## config.mk

```make
export PLATFORM = sky130hd
export DESIGN_NAME = sea_access_port
export DESIGN_NICKNAME = d
export VERILOG_FILES = /design/src/rtl/sea_pkg.sv /design/src/rtl/sea_ctl_if.sv /design/src/rtl/sea_tick_gen.sv /design/src/rtl/sea_pin_sync.sv /design/src/rtl/sea_access_port.sv
export SDC_FILE = /design/constraint.sdc
export NUM_CORES = 1
export LEC_CHECK = 0
export ABC_AREA = 1
export BUFFER_PORTS_ARGS = -buffer_cell sky130_fd_sc_hd__buf_2
export CORE_MARGIN = 4
export CORE_UTILIZATION = 35
export CTS_CLUSTER_SIZE = 16
export DETAILED_ROUTE_END_ITERATION = 12
export GPL_TIMING_DRIVEN = 0
export PLACE_DENSITY = 0.57
export SLEW_MARGIN = 0
export SYNTH_ARGS = -nofsm -noshare
export SYNTH_HDL_FRONTEND = slang
export SYNTH_SLANG_ARGS = --single-unit
export TNS_END_PERCENT = 100
```

## constraint.sdc

```tcl
create_clock -name clk -period 2.1 [get_ports clk]
set_clock_uncertainty 0.05 [all_clocks]
set_input_delay 0.105 -clock clk [delete_from_list [all_inputs] [get_ports clk]]
set_output_delay 0.105 -clock clk [all_outputs]
set_load 0.03 [all_outputs]
```

## src/rtl/sea_pkg.sv

```systemverilog
// constants, types and step decoding for the serial eeprom access port
// assumes one 125 MHz clock and a synchronous active-low reset
package sea_pkg;

  // configuration word and its fields
  localparam logic [11:0] CFG_EEPROM_OFS = 12'h0BC;
  localparam int          START_BIT      = 0;
  localparam int          CMD_BIT        = 1;
  localparam int          ERR_BIT        = 2;
  localparam int          AL_OK_BIT      = 3;
  localparam int          AL_FUND_BIT    = 4;
  localparam int          AL_DIS_BIT     = 5;
  localparam int          RATE_LSB       = 6;
  localparam int          RSVD_BIT       = 8;
  localparam int          ADDR_LSB       = 9;
  localparam int          DATA_LSB       = 16;

  // reset values
  localparam logic        RST_AL_DIS = 1'b1;
  localparam logic [1:0]  RST_RATE   = 2'h1;

  // clock rate codes; 00 and 10 are reserved and run as the standard rate
  localparam logic [1:0]  RATE_STD  = 2'h1;
  localparam logic [1:0]  RATE_TEST = 2'h3;

  // serial clock: primary clock (125 MHz) divided by 1024, in quarter periods
  localparam int          PRIMARY_CLK_MHZ = 125;
  localparam int          SCL_DIV_STD     = 1024;
  localparam int          SCL_DIV_TEST    = 16;
  localparam logic [7:0]  QTR_STD_M1      = 8'(SCL_DIV_STD / 4 - 1);
  localparam logic [7:0]  QTR_TEST_M1     = 8'(SCL_DIV_TEST / 4 - 1);

  // eeprom addressing and autoload image
  localparam logic [6:0]  DEV_ADDR     = 7'h50;
  localparam logic [15:0] AL_SIG       = 16'h5A5A; // arbitrary value
  localparam logic [6:0]  AL_LAST_WORD = 7'h7F;

  // transaction step list
  localparam logic [3:0]  WR_STOP_STEP    = 4'h5;
  localparam logic [3:0]  RD_RESTART_STEP = 4'h3;
  localparam logic [3:0]  RD_HI_STEP      = 4'h5;
  localparam logic [3:0]  RD_STOP_STEP    = 4'h7;

  typedef enum logic [2:0] {OP_START, OP_SEND, OP_RECV, OP_STOP, OP_END} sea_op_t;
  typedef enum logic {S_IDLE, S_RUN} sea_seq_t;

  function automatic logic [3:0] stop_step(input logic wr);
    return wr ? WR_STOP_STEP : RD_STOP_STEP;
  endfunction

  function automatic sea_op_t step_op(input logic [3:0] step, input logic wr);
    sea_op_t op;
    op = OP_END;
    if (step == 4'h0 || (!wr && step == RD_RESTART_STEP)) begin
      op = OP_START;
    end else if (step == stop_step(wr)) begin
      op = OP_STOP;
    end else if (step < stop_step(wr)) begin
      op = (!wr && step >= RD_HI_STEP) ? OP_RECV : OP_SEND;
    end
    return op;
  endfunction

endpackage

```

## src/rtl/sea_ctl_if.sv

```systemverilog
// signals between the access port core, its rate divider and its pin synchroniser
// assumes all three sit on the same clock
`timescale 1ns/1ps
`default_nettype none
interface sea_ctl_if;
  logic [1:0] rate;
  logic       tick;
  logic       sda_pin;
  logic       sda_seen;
  modport div  (input rate, output tick);
  modport sync (input sda_pin, output sda_seen);
  modport core (output rate, output sda_pin, input tick, input sda_seen);
endinterface
`default_nettype wire

```

## src/rtl/sea_tick_gen.sv

```systemverilog
// quarter-period tick for the serial clock, chosen by the rate field
// assumes the rate may change at any time; a change to the test rate then wraps the count early
`timescale 1ns/1ps
`default_nettype none
module sea_tick_gen (
  input  wire logic clk,
  input  wire logic nrst,
  sea_ctl_if.div    ctl
);
  import sea_pkg::*;

  logic [7:0] cnt;
  logic [7:0] next_cnt;
  logic       tick_q;
  logic       next_tick;
  logic [7:0] limit;

  always_comb begin
    limit     = (ctl.rate == RATE_TEST) ? QTR_TEST_M1 : QTR_STD_M1;
    next_tick = (cnt >= limit);
    next_cnt  = next_tick ? 8'h00 : cnt + 8'h01;
  end

  always_ff @(posedge clk) begin
    if (!nrst) begin
      cnt    <= 8'h00;
      tick_q <= 1'b0;
    end else begin
      cnt    <= next_cnt;
      tick_q <= next_tick;
    end
  end

  assign ctl.tick = tick_q;

  // helper: cycles since the last tick, and whether the rate stayed standard
  logic [8:0] gap;
  logic       std_run;
  always_ff @(posedge clk) begin
    if (!nrst) begin
      gap     <= 9'h000;
      std_run <= 1'b0;
    end else begin
      gap     <= tick_q ? 9'h001 : gap + 9'h001;
      std_run <= tick_q ? (ctl.rate == RATE_STD) : (std_run && ctl.rate == RATE_STD);
    end
  end
endmodule
`default_nettype wire

```

## src/rtl/sea_pin_sync.sv

```systemverilog
// three-stage synchroniser for the data pin coming back from the eeprom
// assumes the pin is asynchronous; a change counts once stages two and three agree
`timescale 1ns/1ps
`default_nettype none
module sea_pin_sync (
  input  wire logic clk,
  input  wire logic nrst,
  sea_ctl_if.sync   ctl
);
  import sea_pkg::*;

  logic [2:0] stage;
  logic       seen;
  logic       next_seen;

  always_comb begin
    next_seen = (stage[1] == stage[2]) ? stage[2] : seen;
  end

  always_ff @(posedge clk) begin
    if (!nrst) begin
      stage <= 3'h7;
      seen  <= 1'b1;
    end else begin
      stage <= {stage[1:0], ctl.sda_pin};
      seen  <= next_seen;
    end
  end

  assign ctl.sda_seen = seen;

endmodule
`default_nettype wire

```

## src/rtl/sea_access_port.sv

```systemverilog
// eeprom access port: configuration word, two-wire cycle engine, autoload
// assumes config reads/writes are one-cycle strobes on clk and the pins are open drain
`timescale 1ns/1ps
`default_nettype none

module sea_access_port (
  input  wire logic        clk,
  input  wire logic        nrst,
  input  wire logic        hot_reset,
  input  wire logic        cfg_wr,
  input  wire logic        cfg_rd,
  input  wire logic [11:0] cfg_addr,
  input  wire logic [3:0]  cfg_be,
  input  wire logic [31:0] cfg_wdata,
  output logic      [31:0] cfg_rdata,
  output logic             cfg_rd_valid,
  output logic             scl_o,
  output logic             scl_oe,
  input  wire logic        sda_i,
  output logic             sda_o,
  output logic             sda_oe,
  output logic             al_valid,
  output logic      [6:0]  al_addr,
  output logic      [15:0] al_data,
  output logic             al_busy
);
  import sea_pkg::*;

  sea_ctl_if ctl ();

  sea_tick_gen u_tick (
    .clk  (clk),
    .nrst (nrst),
    .ctl  (ctl)
  );

  sea_pin_sync u_sync (
    .clk  (clk),
    .nrst (nrst),
    .ctl  (ctl)
  );

  function automatic logic cfg_hit(input logic [11:0] addr);
    return addr == CFG_EEPROM_OFS;
  endfunction

  // register file
  logic        start,   next_start;
  logic        cmd,     next_cmd;
  logic        err,     next_err;
  logic        al_ok,   next_al_ok;
  logic        al_fund, next_al_fund;
  logic        al_dis,  next_al_dis;
  logic        al_first, next_al_first;
  logic [1:0]  rate,    next_rate;
  logic [6:0]  waddr,   next_waddr;
  logic [15:0] wdata,   next_wdata;
  logic [31:0] next_cfg_rdata;
  logic [31:0] word;

  // sequencer and bit engine
  sea_seq_t    seq_st,  next_seq_st;
  sea_op_t     op;
  logic        job_al,  next_job_al;
  logic        job_wr,  next_job_wr;
  logic [3:0]  step,    next_step;
  logic [1:0]  q,       next_q;
  logic [3:0]  bitn,    next_bitn;
  logic [7:0]  shreg,   next_shreg;
  logic [15:0] rx_word, next_rx_word;
  logic        nacked,  next_nacked;
  logic        next_scl_oe, next_sda_oe;
  logic        al_req,  next_al_req;
  logic [6:0]  al_idx,  next_al_idx;
  logic        next_al_valid, next_al_busy;
  logic [6:0]  next_al_addr;
  logic [15:0] next_al_data;
  logic        ev_sw_done, ev_al_end, ev_al_pass, ok_word;
  logic        pin_low;

  assign ctl.rate    = rate;
  assign ctl.sda_pin = sda_i;
  assign op          = step_op(step, job_wr);

  function automatic logic [7:0] byte_for(input logic [3:0] s, input logic wr,
                                          input logic [6:0] a, input logic [15:0] d);
    logic [7:0] b;
    b = 8'h00;
    if (s == 4'h1) begin
      b = {DEV_ADDR, 1'b0};
    end else if (s == 4'h2) begin
      b = {a, 1'b0};
    end else if (wr && s == 4'h3) begin
      b = d[15:8];
    end else if (wr && s == 4'h4) begin
      b = d[7:0];
    end else if (!wr && s == 4'h4) begin
      b = {DEV_ADDR, 1'b1};
    end
    return b;
  endfunction

  assign word = {wdata, waddr, 1'b0, rate, al_dis, al_fund, al_ok, err, cmd, start};

  always_comb begin
    next_start     = start;
    next_cmd       = cmd;
    next_err       = err;
    next_al_ok     = al_ok;
    next_al_fund   = al_fund;
    next_al_dis    = al_dis;
    next_al_first  = al_first;
    next_rate      = rate;
    next_waddr     = waddr;
    next_wdata     = wdata;
    next_cfg_rdata = (cfg_rd && cfg_hit(cfg_addr)) ? word : 32'h0000_0000;
    // a busy cycle owns the word, so writes during it are dropped
    if (cfg_wr && cfg_hit(cfg_addr) && !start) begin
      if (cfg_be[0]) begin
        next_start  = cfg_wdata[START_BIT];
        next_cmd    = cfg_wdata[CMD_BIT];
        next_al_dis = cfg_wdata[AL_DIS_BIT];
        next_rate   = cfg_wdata[RATE_LSB +: 2];
        if (cfg_wdata[START_BIT]) begin
          next_err = 1'b0;
        end
      end
      if (cfg_be[1]) begin
        next_waddr = cfg_wdata[ADDR_LSB +: 7];
      end
      if (cfg_be[2]) begin
        next_wdata[7:0] = cfg_wdata[DATA_LSB +: 8];
      end
      if (cfg_be[3]) begin
        next_wdata[15:8] = cfg_wdata[DATA_LSB + 8 +: 8];
      end
    end
    if (cfg_rd && cfg_hit(cfg_addr) && cfg_be[0]) begin
      next_al_ok = 1'b0;
    end
    if (ev_sw_done) begin
      next_start = 1'b0;
      next_err   = nacked;
      if (!job_wr && !nacked) begin
        next_wdata = rx_word;
      end
    end
    // hardware result beats a same-cycle read clear
    if (ev_al_end) begin
      next_al_ok    = ev_al_pass;
      next_al_first = 1'b0;
      if (al_first) begin
        next_al_fund = ev_al_pass;
      end
    end
  end

  always_ff @(posedge clk) begin
    if (!nrst) begin
      start        <= 1'b0;
      cmd          <= 1'b0;
      err          <= 1'b0;
      al_ok        <= 1'b0;
      al_fund      <= 1'b0;
      al_dis       <= RST_AL_DIS;
      al_first     <= 1'b1;
      rate         <= RST_RATE;
      waddr        <= 7'h00;
      wdata        <= 16'h0000;
      cfg_rdata    <= 32'h0000_0000;
      cfg_rd_valid <= 1'b0;
      pin_low      <= 1'b0;
    end else begin
      start        <= next_start;
      cmd          <= next_cmd;
      err          <= next_err;
      al_ok        <= next_al_ok;
      al_fund      <= next_al_fund;
      al_dis       <= next_al_dis;
      al_first     <= next_al_first;
      rate         <= next_rate;
      waddr        <= next_waddr;
      wdata        <= next_wdata;
      cfg_rdata    <= next_cfg_rdata;
      cfg_rd_valid <= cfg_rd;
      pin_low      <= 1'b0;
    end
  end

  // open drain: only ever pull low
  assign scl_o = pin_low;
  assign sda_o = pin_low;

  always_comb begin
    next_seq_st   = seq_st;
    next_job_al   = job_al;
    next_job_wr   = job_wr;
    next_step     = step;
    next_q        = q;
    next_bitn     = bitn;
    next_shreg    = shreg;
    next_rx_word  = rx_word;
    next_nacked   = nacked;
    next_scl_oe   = scl_oe;
    next_sda_oe   = sda_oe;
    next_al_req   = al_req || (hot_reset && !al_dis);
    next_al_idx   = al_idx;
    next_al_valid = 1'b0;
    next_al_addr  = al_addr;
    next_al_data  = al_data;
    next_al_busy  = al_busy;
    ev_sw_done    = 1'b0;
    ev_al_end     = 1'b0;
    ev_al_pass    = 1'b0;
    ok_word       = !nacked && (al_idx != 7'h00 || rx_word == AL_SIG);
    unique case (seq_st)
      S_IDLE: begin
        next_scl_oe = 1'b0;
        next_sda_oe = 1'b0;
        next_step   = 4'h0;
        next_q      = 2'h0;
        next_bitn   = 4'h0;
        next_nacked = 1'b0;
        // autoload goes first; a pending start waits for it
        if (al_req) begin
          next_seq_st  = S_RUN;
          next_job_al  = 1'b1;
          next_job_wr  = 1'b0;
          next_al_req  = 1'b0;
          next_al_idx  = 7'h00;
          next_al_busy = 1'b1;
        end else if (start) begin
          next_seq_st = S_RUN;
          next_job_al = 1'b0;
          next_job_wr = cmd;
        end
      end
      S_RUN: begin
        if (op == OP_END) begin
          if (!job_al) begin
            ev_sw_done  = 1'b1;
            next_seq_st = S_IDLE;
          end else begin
            if (ok_word && al_idx != 7'h00) begin
              next_al_valid = 1'b1;
              next_al_addr  = al_idx;
              next_al_data  = rx_word;
            end
            if (!ok_word || al_idx == AL_LAST_WORD) begin
              ev_al_end    = 1'b1;
              ev_al_pass   = ok_word;
              next_al_busy = 1'b0;
              next_seq_st  = S_IDLE;
            end else begin
              next_al_idx = al_idx + 7'h01;
              next_step   = 4'h0;
              next_q      = 2'h0;
              next_bitn   = 4'h0;
            end
          end
        end else if (ctl.tick) begin
          next_q = q + 2'h1;
          unique case (op)
            OP_START: begin
              next_sda_oe = (q >= 2'h2) ? 1'b1 : sda_oe;
              next_scl_oe = (q == 2'h1) ? 1'b0 : (q == 2'h3) ? 1'b1 : scl_oe;
            end
            OP_STOP: begin
              next_sda_oe = (q == 2'h0) ? 1'b1 : (q == 2'h2) ? 1'b0 : sda_oe;
              next_scl_oe = (q == 2'h1) ? 1'b0 : scl_oe;
            end
            OP_SEND, OP_RECV: begin
              if (q == 2'h0) begin
                if (bitn == 4'h8) begin
                  next_sda_oe = (op == OP_RECV) && (step == RD_HI_STEP);
                end else begin
                  next_sda_oe = (op == OP_SEND) && !shreg[7];
                end
              end else if (q == 2'h1) begin
                next_scl_oe = 1'b0;
              end else if (q == 2'h2) begin
                if (op == OP_SEND && bitn == 4'h8 && ctl.sda_seen) begin
                  next_nacked = 1'b1;
                end
                if (op == OP_RECV && bitn != 4'h8) begin
                  next_shreg = {shreg[6:0], ctl.sda_seen};
                end
              end else begin
                next_scl_oe = 1'b1;
                next_bitn   = bitn + 4'h1;
                if (op == OP_SEND) begin
                  next_shreg = {shreg[6:0], 1'b0};
                end
                if (op == OP_RECV && bitn == 4'h8) begin
                  next_rx_word = (step == RD_HI_STEP) ? {shreg, rx_word[7:0]}
                                                      : {rx_word[15:8], shreg};
                end
              end
            end
            OP_END: begin
              next_q = q;
            end
          endcase
          if (q == 2'h3 && (op == OP_START || op == OP_STOP || bitn == 4'h8)) begin
            // a nack skips straight to the stop condition
            next_step  = (next_nacked && op != OP_STOP) ? stop_step(job_wr)
                                                        : step + 4'h1;
            next_bitn  = 4'h0;
            next_shreg = byte_for(next_step, job_wr, job_al ? al_idx : waddr, wdata);
          end
        end
      end
    endcase
  end

  always_ff @(posedge clk) begin
    if (!nrst) begin
      seq_st   <= S_IDLE;
      job_al   <= 1'b0;
      job_wr   <= 1'b0;
      step     <= 4'h0;
      q        <= 2'h0;
      bitn     <= 4'h0;
      shreg    <= 8'h00;
      rx_word  <= 16'h0000;
      nacked   <= 1'b0;
      scl_oe   <= 1'b0;
      sda_oe   <= 1'b0;
      al_req   <= 1'b0;
      al_idx   <= 7'h00;
      al_valid <= 1'b0;
      al_addr  <= 7'h00;
      al_data  <= 16'h0000;
      al_busy  <= 1'b0;
    end else begin
      seq_st   <= next_seq_st;
      job_al   <= next_job_al;
      job_wr   <= next_job_wr;
      step     <= next_step;
      q        <= next_q;
      bitn     <= next_bitn;
      shreg    <= next_shreg;
      rx_word  <= next_rx_word;
      nacked   <= next_nacked;
      scl_oe   <= next_scl_oe;
      sda_oe   <= next_sda_oe;
      al_req   <= next_al_req;
      al_idx   <= next_al_idx;
      al_valid <= next_al_valid;
      al_addr  <= next_al_addr;
      al_data  <= next_al_data;
      al_busy  <= next_al_busy;
    end
  end
endmodule
`default_nettype wire

```

-- Word-level counts from Yosys, hierarchy flattened
Index checks and enable logic that the tools add are counted.
- output and inout port bits: 62
- register bits: 151
- multiplexer cells: 114
- add/subtract/negate cells: 5
- order comparisons: 4
- equal/unequal tests: 48
- reduce and logical (&&, ||, !) cells: 66
- bitwise operators: 7
- operators by type and width (operator ; number):
    2-to-1 mux 8 bit ; 15
    2-to-1 mux 1 bit ; 58
    2-to-1 mux 4 bit ; 13
    2-to-1 mux 16 bit ; 3
    2-to-1 mux 7 bit ; 5
    logical AND 1 bit ; 21
    AND reduction 4 bit ; 5
    != test 3 bit (second input constant) ; 6
    AND reduction 9 bit ; 2
    equality test 16 x 15 -> 1 bit (second input constant) ; 1
    != test 4 bit (second input constant) ; 4
    one-hot mux 4 bit (2 select lines) ; 2
    one-hot mux 7 bit (2 select lines) ; 1
    AND reduction 7 bit ; 2
    equality test 12 x 8 -> 1 bit (second input constant) ; 1
    equality test 4 x 2 -> 1 bit (second input constant) ; 3
    2-to-1 mux 2 bit ; 6
    != test 2 x 1 -> 1 bit (second input constant) ; 6
    != test 4 x 3 -> 1 bit (second input constant) ; 3
    AND reduction 2 bit ; 6
    nonzero test 2 bit ; 6
    one-hot mux 1 bit (2 select lines) ; 5
    2-to-1 mux 3 bit ; 3
    != test 3 x 1 -> 1 bit (second input constant) ; 3
    other kinds (36) ; 64

-- Longest topological paths before layout
- depth in word-level cells: 27
- gate-level depth with buffers: 18
- gate-level depth less buffers: 18

-- Hierarchy
Synthesis repeated with hierarchy kept, for this count alone.
- cell total of the unflattened synthesis: 885
- area, all modules: 6859.1 µm²
- by module, submodules not included (module ; area each (µm²) ; sequential area each (µm²) ; cells each ; instances):
    sea_access_port ; 6213.5 ; 2742.6 ; 805 ; 1
    sea_tick_gen ; 511.7 ; 180.2 ; 63 ; 1
    sea_pin_sync ; 133.9 ; 80.1 ; 17 ; 1

-- Least setup slack after synthesis
No wires, ideal clock.
- path kind: register -> register
- start: reg step[0]
- end: reg shreg[2]
- data arrival time: 1.949 ns
- cell stages (with the launch flop): 14
- library setup time: 0.118 ns
- clock period less this slack: 2.116 ns
- setup slack: -0.016 ns
- cells stage by stage: dfxtp_1 > inv_1 > ha_1 > inv_1 > nand2_1 > nand2_1 > nand2_4 > inv_2 > nand2_1 > o211ai_1 > nand4_2 > buf_2 > a21oi_1 > a21oi_2
- longest elaborated chain between the ends: 26
- elaborated cells on any way between the ends: 54
- RTL lines (item ; line ; source):
    start, declared ; sea_access_port.sv:66 ; logic [3:0] step, next_step;
    start signal, assigned ; sea_access_port.sv:339 ; step <= next_step;
    >= comparator 4 x 3 -> 1 bit ; sea_pkg.sv:59 ; op = (!wr && step >= RD_HI_STEP) ? OP_RECV : OP_SEND;
    logical AND 1 bit ; sea_pkg.sv:59 ;
    2-to-1 mux 2 bit ; sea_pkg.sv:59 ;
    2-to-1 mux 3 bit ; sea_pkg.sv:58 ; end else if (step < stop_step(wr)) begin
    2-to-1 mux 3 bit ; sea_pkg.sv:56 ; end else if (step == stop_step(wr)) begin
    2-to-1 mux 3 bit ; sea_pkg.sv:54 ; if (step == 4'h0 || (!wr && step == RD_RESTART_STEP)) begin
    equality test 3 x 1 -> 1 bit ; sea_access_port.sv:263, sea_access_port.sv:282, sea_access_port.sv:291 ;
    logical AND 1 bit (2 in a row) ; sea_access_port.sv:282 ; if (op == OP_SEND && bitn == 4'h8 && ctl.sda_seen) begin
    [9 not listed] ; -- ;
    2-to-1 mux 4 bit ; sea_access_port.sv:306 ; next_step = (next_nacked && op != OP_STOP) ? stop_step(job_wr)
    equality test 4 x 3 -> 1 bit ; sea_access_port.sv:95 ; end else if (wr && s == 4'h4) begin
    logical AND 1 bit ; sea_access_port.sv:95 ;
    2-to-1 mux 8 bit ; sea_access_port.sv:95 ;
    2-to-1 mux 8 bit ; sea_access_port.sv:93 ; end else if (wr && s == 4'h3) begin
    2-to-1 mux 8 bit ; sea_access_port.sv:91 ; end else if (s == 4'h2) begin
    2-to-1 mux 8 bit ; sea_access_port.sv:89 ; if (s == 4'h1) begin
    2-to-1 mux 8 bit ; sea_access_port.sv:304 ; if (q == 2'h3 && (op == OP_START || op == OP_STOP || bitn == 4'h8)) begin
    end signal, assigned ; sea_access_port.sv:342 ; shreg <= next_shreg;
    end, declared ; sea_access_port.sv:69 ; logic [7:0] shreg, next_shreg;
Several ways; a longest one is shown, not always the timed one. The select of a mux whose other input is x is not followed.
A chain may end at the register's enable or synchronous reset.

-- Final worst setup path
- start: reg job_wr
- end: reg shreg[7]
- longest elaborated chain between the ends: 27
- elaborated cells on any way between the ends: 54
- RTL lines (item ; line ; source):
    start, declared ; sea_access_port.sv:65 ; logic job_wr, next_job_wr;
    start signal, assigned ; sea_access_port.sv:338 ; job_wr <= next_job_wr;
    parallel branches: the longest is 27 deep, another holds < comparator 4 bit ; -- ;
Several ways; the timed one is not identified. The select of a mux whose other input is x is not followed.

==> qor.txt <==
GRT overflow: 0
synthesized area: 6790 sq um
EDFF count, synth: 0
root buffer cell: clkbuf_16
drt total wl: 21.2 mm
average size of a mapped cell: 7.53 sq um
fillcell total: 1901
slowest stage delay, CP: 0.34 ns
initial antenna violation count: 0
Synth top cells by count: 158 x nand2_1, 150 x dfxtp_1, 115 x nor2_1
Avg WL per Cell: 15.6 um
DRC viols: 0
clock edge transition at the registers on the reported setup and hold paths: 0.06 ns
P_leak: 4.04 nW
deepest clock path buffer count: 2
first-pass GRT wire length: 33.0 mm
Max-slew headroom: 0.428
Net count, final: 1167
cell accounting for the most synthesized area: dfxtp_1
sequential area share after synthesis: 0.442
Hold WC Path Type: input port to flop
Die Y: 147 um
RSZ-0062 raised after global routing: true
CP most frequent cell: nand2_8
CP Launch Type: flop
crit path cell chain: ha_4 -> nand2_4 -> clkinv_4 -> nand2_8 -> nand2_8 -> nand2_4 -> inv_4 -> nand3_4 -> nand2_8 -> nand2_8 -> nand4_4 -> buf_12 -> o21ai_4 -> nor2_1 -> nand2_1 -> nand2_1 -> a21oi_2
count of cell types in the netlist: 46
CTS tree: done
Initial Util: 0.359
final setup violation count: 22
CP required: 2.41 ns
layout cells sized above 1: 0.273
antenna cell count: 0
Vias: 6640
worst slew pin tran: 0.857 ns
arrival time at the worst endpoint: 2.55 ns
H-tree levels: 4
min Tclk post-route: 2.24 ns
share of synthesized registers carrying an async set or reset: 0
max_cap viols: 0
largest net degree at the start of global routing: 17
first-pass detailed-route iteration total: 7
Layout area overhead: 35.0%
DRT antenna net count: 0
GP Congestion: 0.912
Fin. Hold Viols: 0
Rows: 50
Die W: 147 um
critical path class: flop to flop
yosys synthesis warning count: 0
Post-Synthesis Cells: 902
CTS buffer count: 17
count leader, synth: nand2_1
Max Used Layer: met4
Yosys reg bits: 150
IO Port Bufs: 106
post-layout instance count excluding filler cells: 1363
critical path capture point type: flop
full die area: 21700 sq um
dominant synthesized flop cell: dfxtp_1
Yosys top cell area share: 0.442
Buffers & Inverters on Critical Path: 3
vias in the first global route: 6169
top post-synthesis cells by area: dfxtp_1 44%, nand2_1 8.7%, nor2_1 6.4%, a21oi_1 5.9%, inv_1 5.4%
Max Fclk: 447 MHz
largest fanout on the critical path: 6
dpl cells: 1270
DRT iter0 DRCs: 443
Core Region: 18900 sq um
failing checks: setup timing
met3 WL post-DR: 1.41 mm
WHS: 0.0149 ns
met2 routed wirelength: 9.34 mm
fin worst setup slack: -0.137 ns
Slowest cell on crit path: dfxtp_2
Met1 Wirelength: 10.2 mm
Total Routing Usage GR: 0.192
Slew Viols, Final: 0
Sink Count: 150
dpl hpwl: 15.2 mm
clk_lat worst skew: 0.43 ns
Tot Pwr: 5.94 mW
Worst IR Drop VDD: 577 uV
Pwr Density: 648 nW/um^2
outcome: finished with violations
CP delay by family, top: simple AND/OR/NAND/NOR gates
period utilisation layout: 1.07
post-DR vias/cell: 4.87
I/O pins: 116
setup_tns: -0.975 ns
R2R Setup Slk: -0.14 ns
-- area by class of cell --
| type | count | area (sq um) | share of cell area |
|---|---|---|---|
| Clock buffer | 21 | 450 | 0.0491 |
| Tap cell | 260 | 325 | 0.0355 |
| Clock inverter | 9 | 93.8 | 0.0102 |
| Timing Repair Buffer | 169 | 1100 | 0.120 |
| Multi-Input combinational cell | 609 | 3530 | 0.386 |
| Inverter | 106 | 409 | 0.0446 |
| Sequential cell | 150 | 3020 | 0.329 |
| Buffer | 39 | 231 | 0.0253 |
-- what timing repair did --
item	4_1_cts	5_1_grt
gates cloned	1	3
hold buffers	19	0
pin swaps	20	18
buffers inserted	24	17
setup endpoints to repair	89	81
endpoints found under the hold margin	17	0
gates resized for setup	53	55
-- cells by family (layout without fill, tap and decap cells) --
family,count (synthesis),after routing,synth area share
flops,150,150,0.442
xor+xnor,10,10,0.0129
fa+ha+maj,21,21,0.0387
simple gates,390,391,0.264
buf+inv,146,344,0.0874
compound gates,184,184,0.154
other cells,1,3,0.000552
-- worst paths after layout --
path                              startpoint                         end  cells past startpoint
hold / removal                 cfg_wdata[29]        wdata[13]$_SDFF_PN0_                      5
setup / recovery         job_wr$_SDFFE_PN0P_       shreg[7]$_SDFFE_PN0P_                     17
setup reg to reg         job_wr$_SDFFE_PN0P_       shreg[7]$_SDFFE_PN0P_                     17
hold reg to reg   u_sync.stage[0]$_SDFF_PN1_  u_sync.stage[1]$_SDFF_PN1_                      1
-- registers in the layout, summed over array words and instances (netlist names), 3 cells and up --
name / count
rx_word: 16
u_sync.stage: 3
al_addr: 7
shreg: 8
cfg_rdata: 31
wdata: 16
step: 4
bitn: 4
u_tick.cnt: 8
al_idx: 7
al_data: 16
waddr: 7
-- through the flow --
stage / utilization / setup slack (ns) / area, sq um
CTS: 0.466 / -0.109 / 8800
global route: 0.485 / -0.204 / 9170
finish: 0.485 / -0.137 / 9170
floorplan: - / 0.0115 / 6800
global placement: 0.405 / -0.365 / 7660
detailed placement: 0.405 / -0.374 / 7660
-- cell usage in the layout (no fill, tap or decap), types with 4 or more instances in the layout --
cell           Yosys  final
a211oi_1          18     17
nor2_1           115    111
ha_1              21     18
nand3_4            0      6
dlygate4sd3_1      0     19
clkbuf_1          22     23
inv_6              0      4
buf_6              1      8
nor2_2             5      4
a21oi_1           80     76
nor3_1            17     14
a21oi_2            5      8
dfxtp_1          150    144
nand2_8            0      4
o21ai_0           64     60
inv_2              8     13
buf_2              9    112
nand2_2            8     11
or2_2              5      5
nor2_4             6     11
clkbuf_16          0     18
inv_1             97     90
nand3_2            4      6
nand2_1          158    151
nor4_1             6      5
nand3_1           44     36
xor2_1             7      6
buf_4              7     45
nand2_4            5      6
nand4_1           10     10
-- per-layer routing --
layer | vias to the layer above | track usage
met5 | - | 0
met4 | 0 | 0.0555
met3 | 23 | 0.0382
met2 | 236 | 0.287
met1 | 3052 | 0.280
li1 | 3329 | -
-- power by group --
| group | total (mW) | switching (mW) | internal [mW] | leakage [nW] |
|---|---|---|---|---|
| logic | 0.169 | 0.0942 | 0.0748 | 2.56 |
| registers | 2.85 | 0.00463 | 2.85 | 1.21 |
| clock network | 2.92 | 1.25 | 1.66 | 0.261 |
-- worst min-delay path, cell delays in order --
cell and delay, ns:
buf_2 0.09, nand3_1 0.07, nand2_1 0.06, o21ai_0 0.06
nor2_1 0.07
Note: power is estimated with default switching activity, not from simulation.
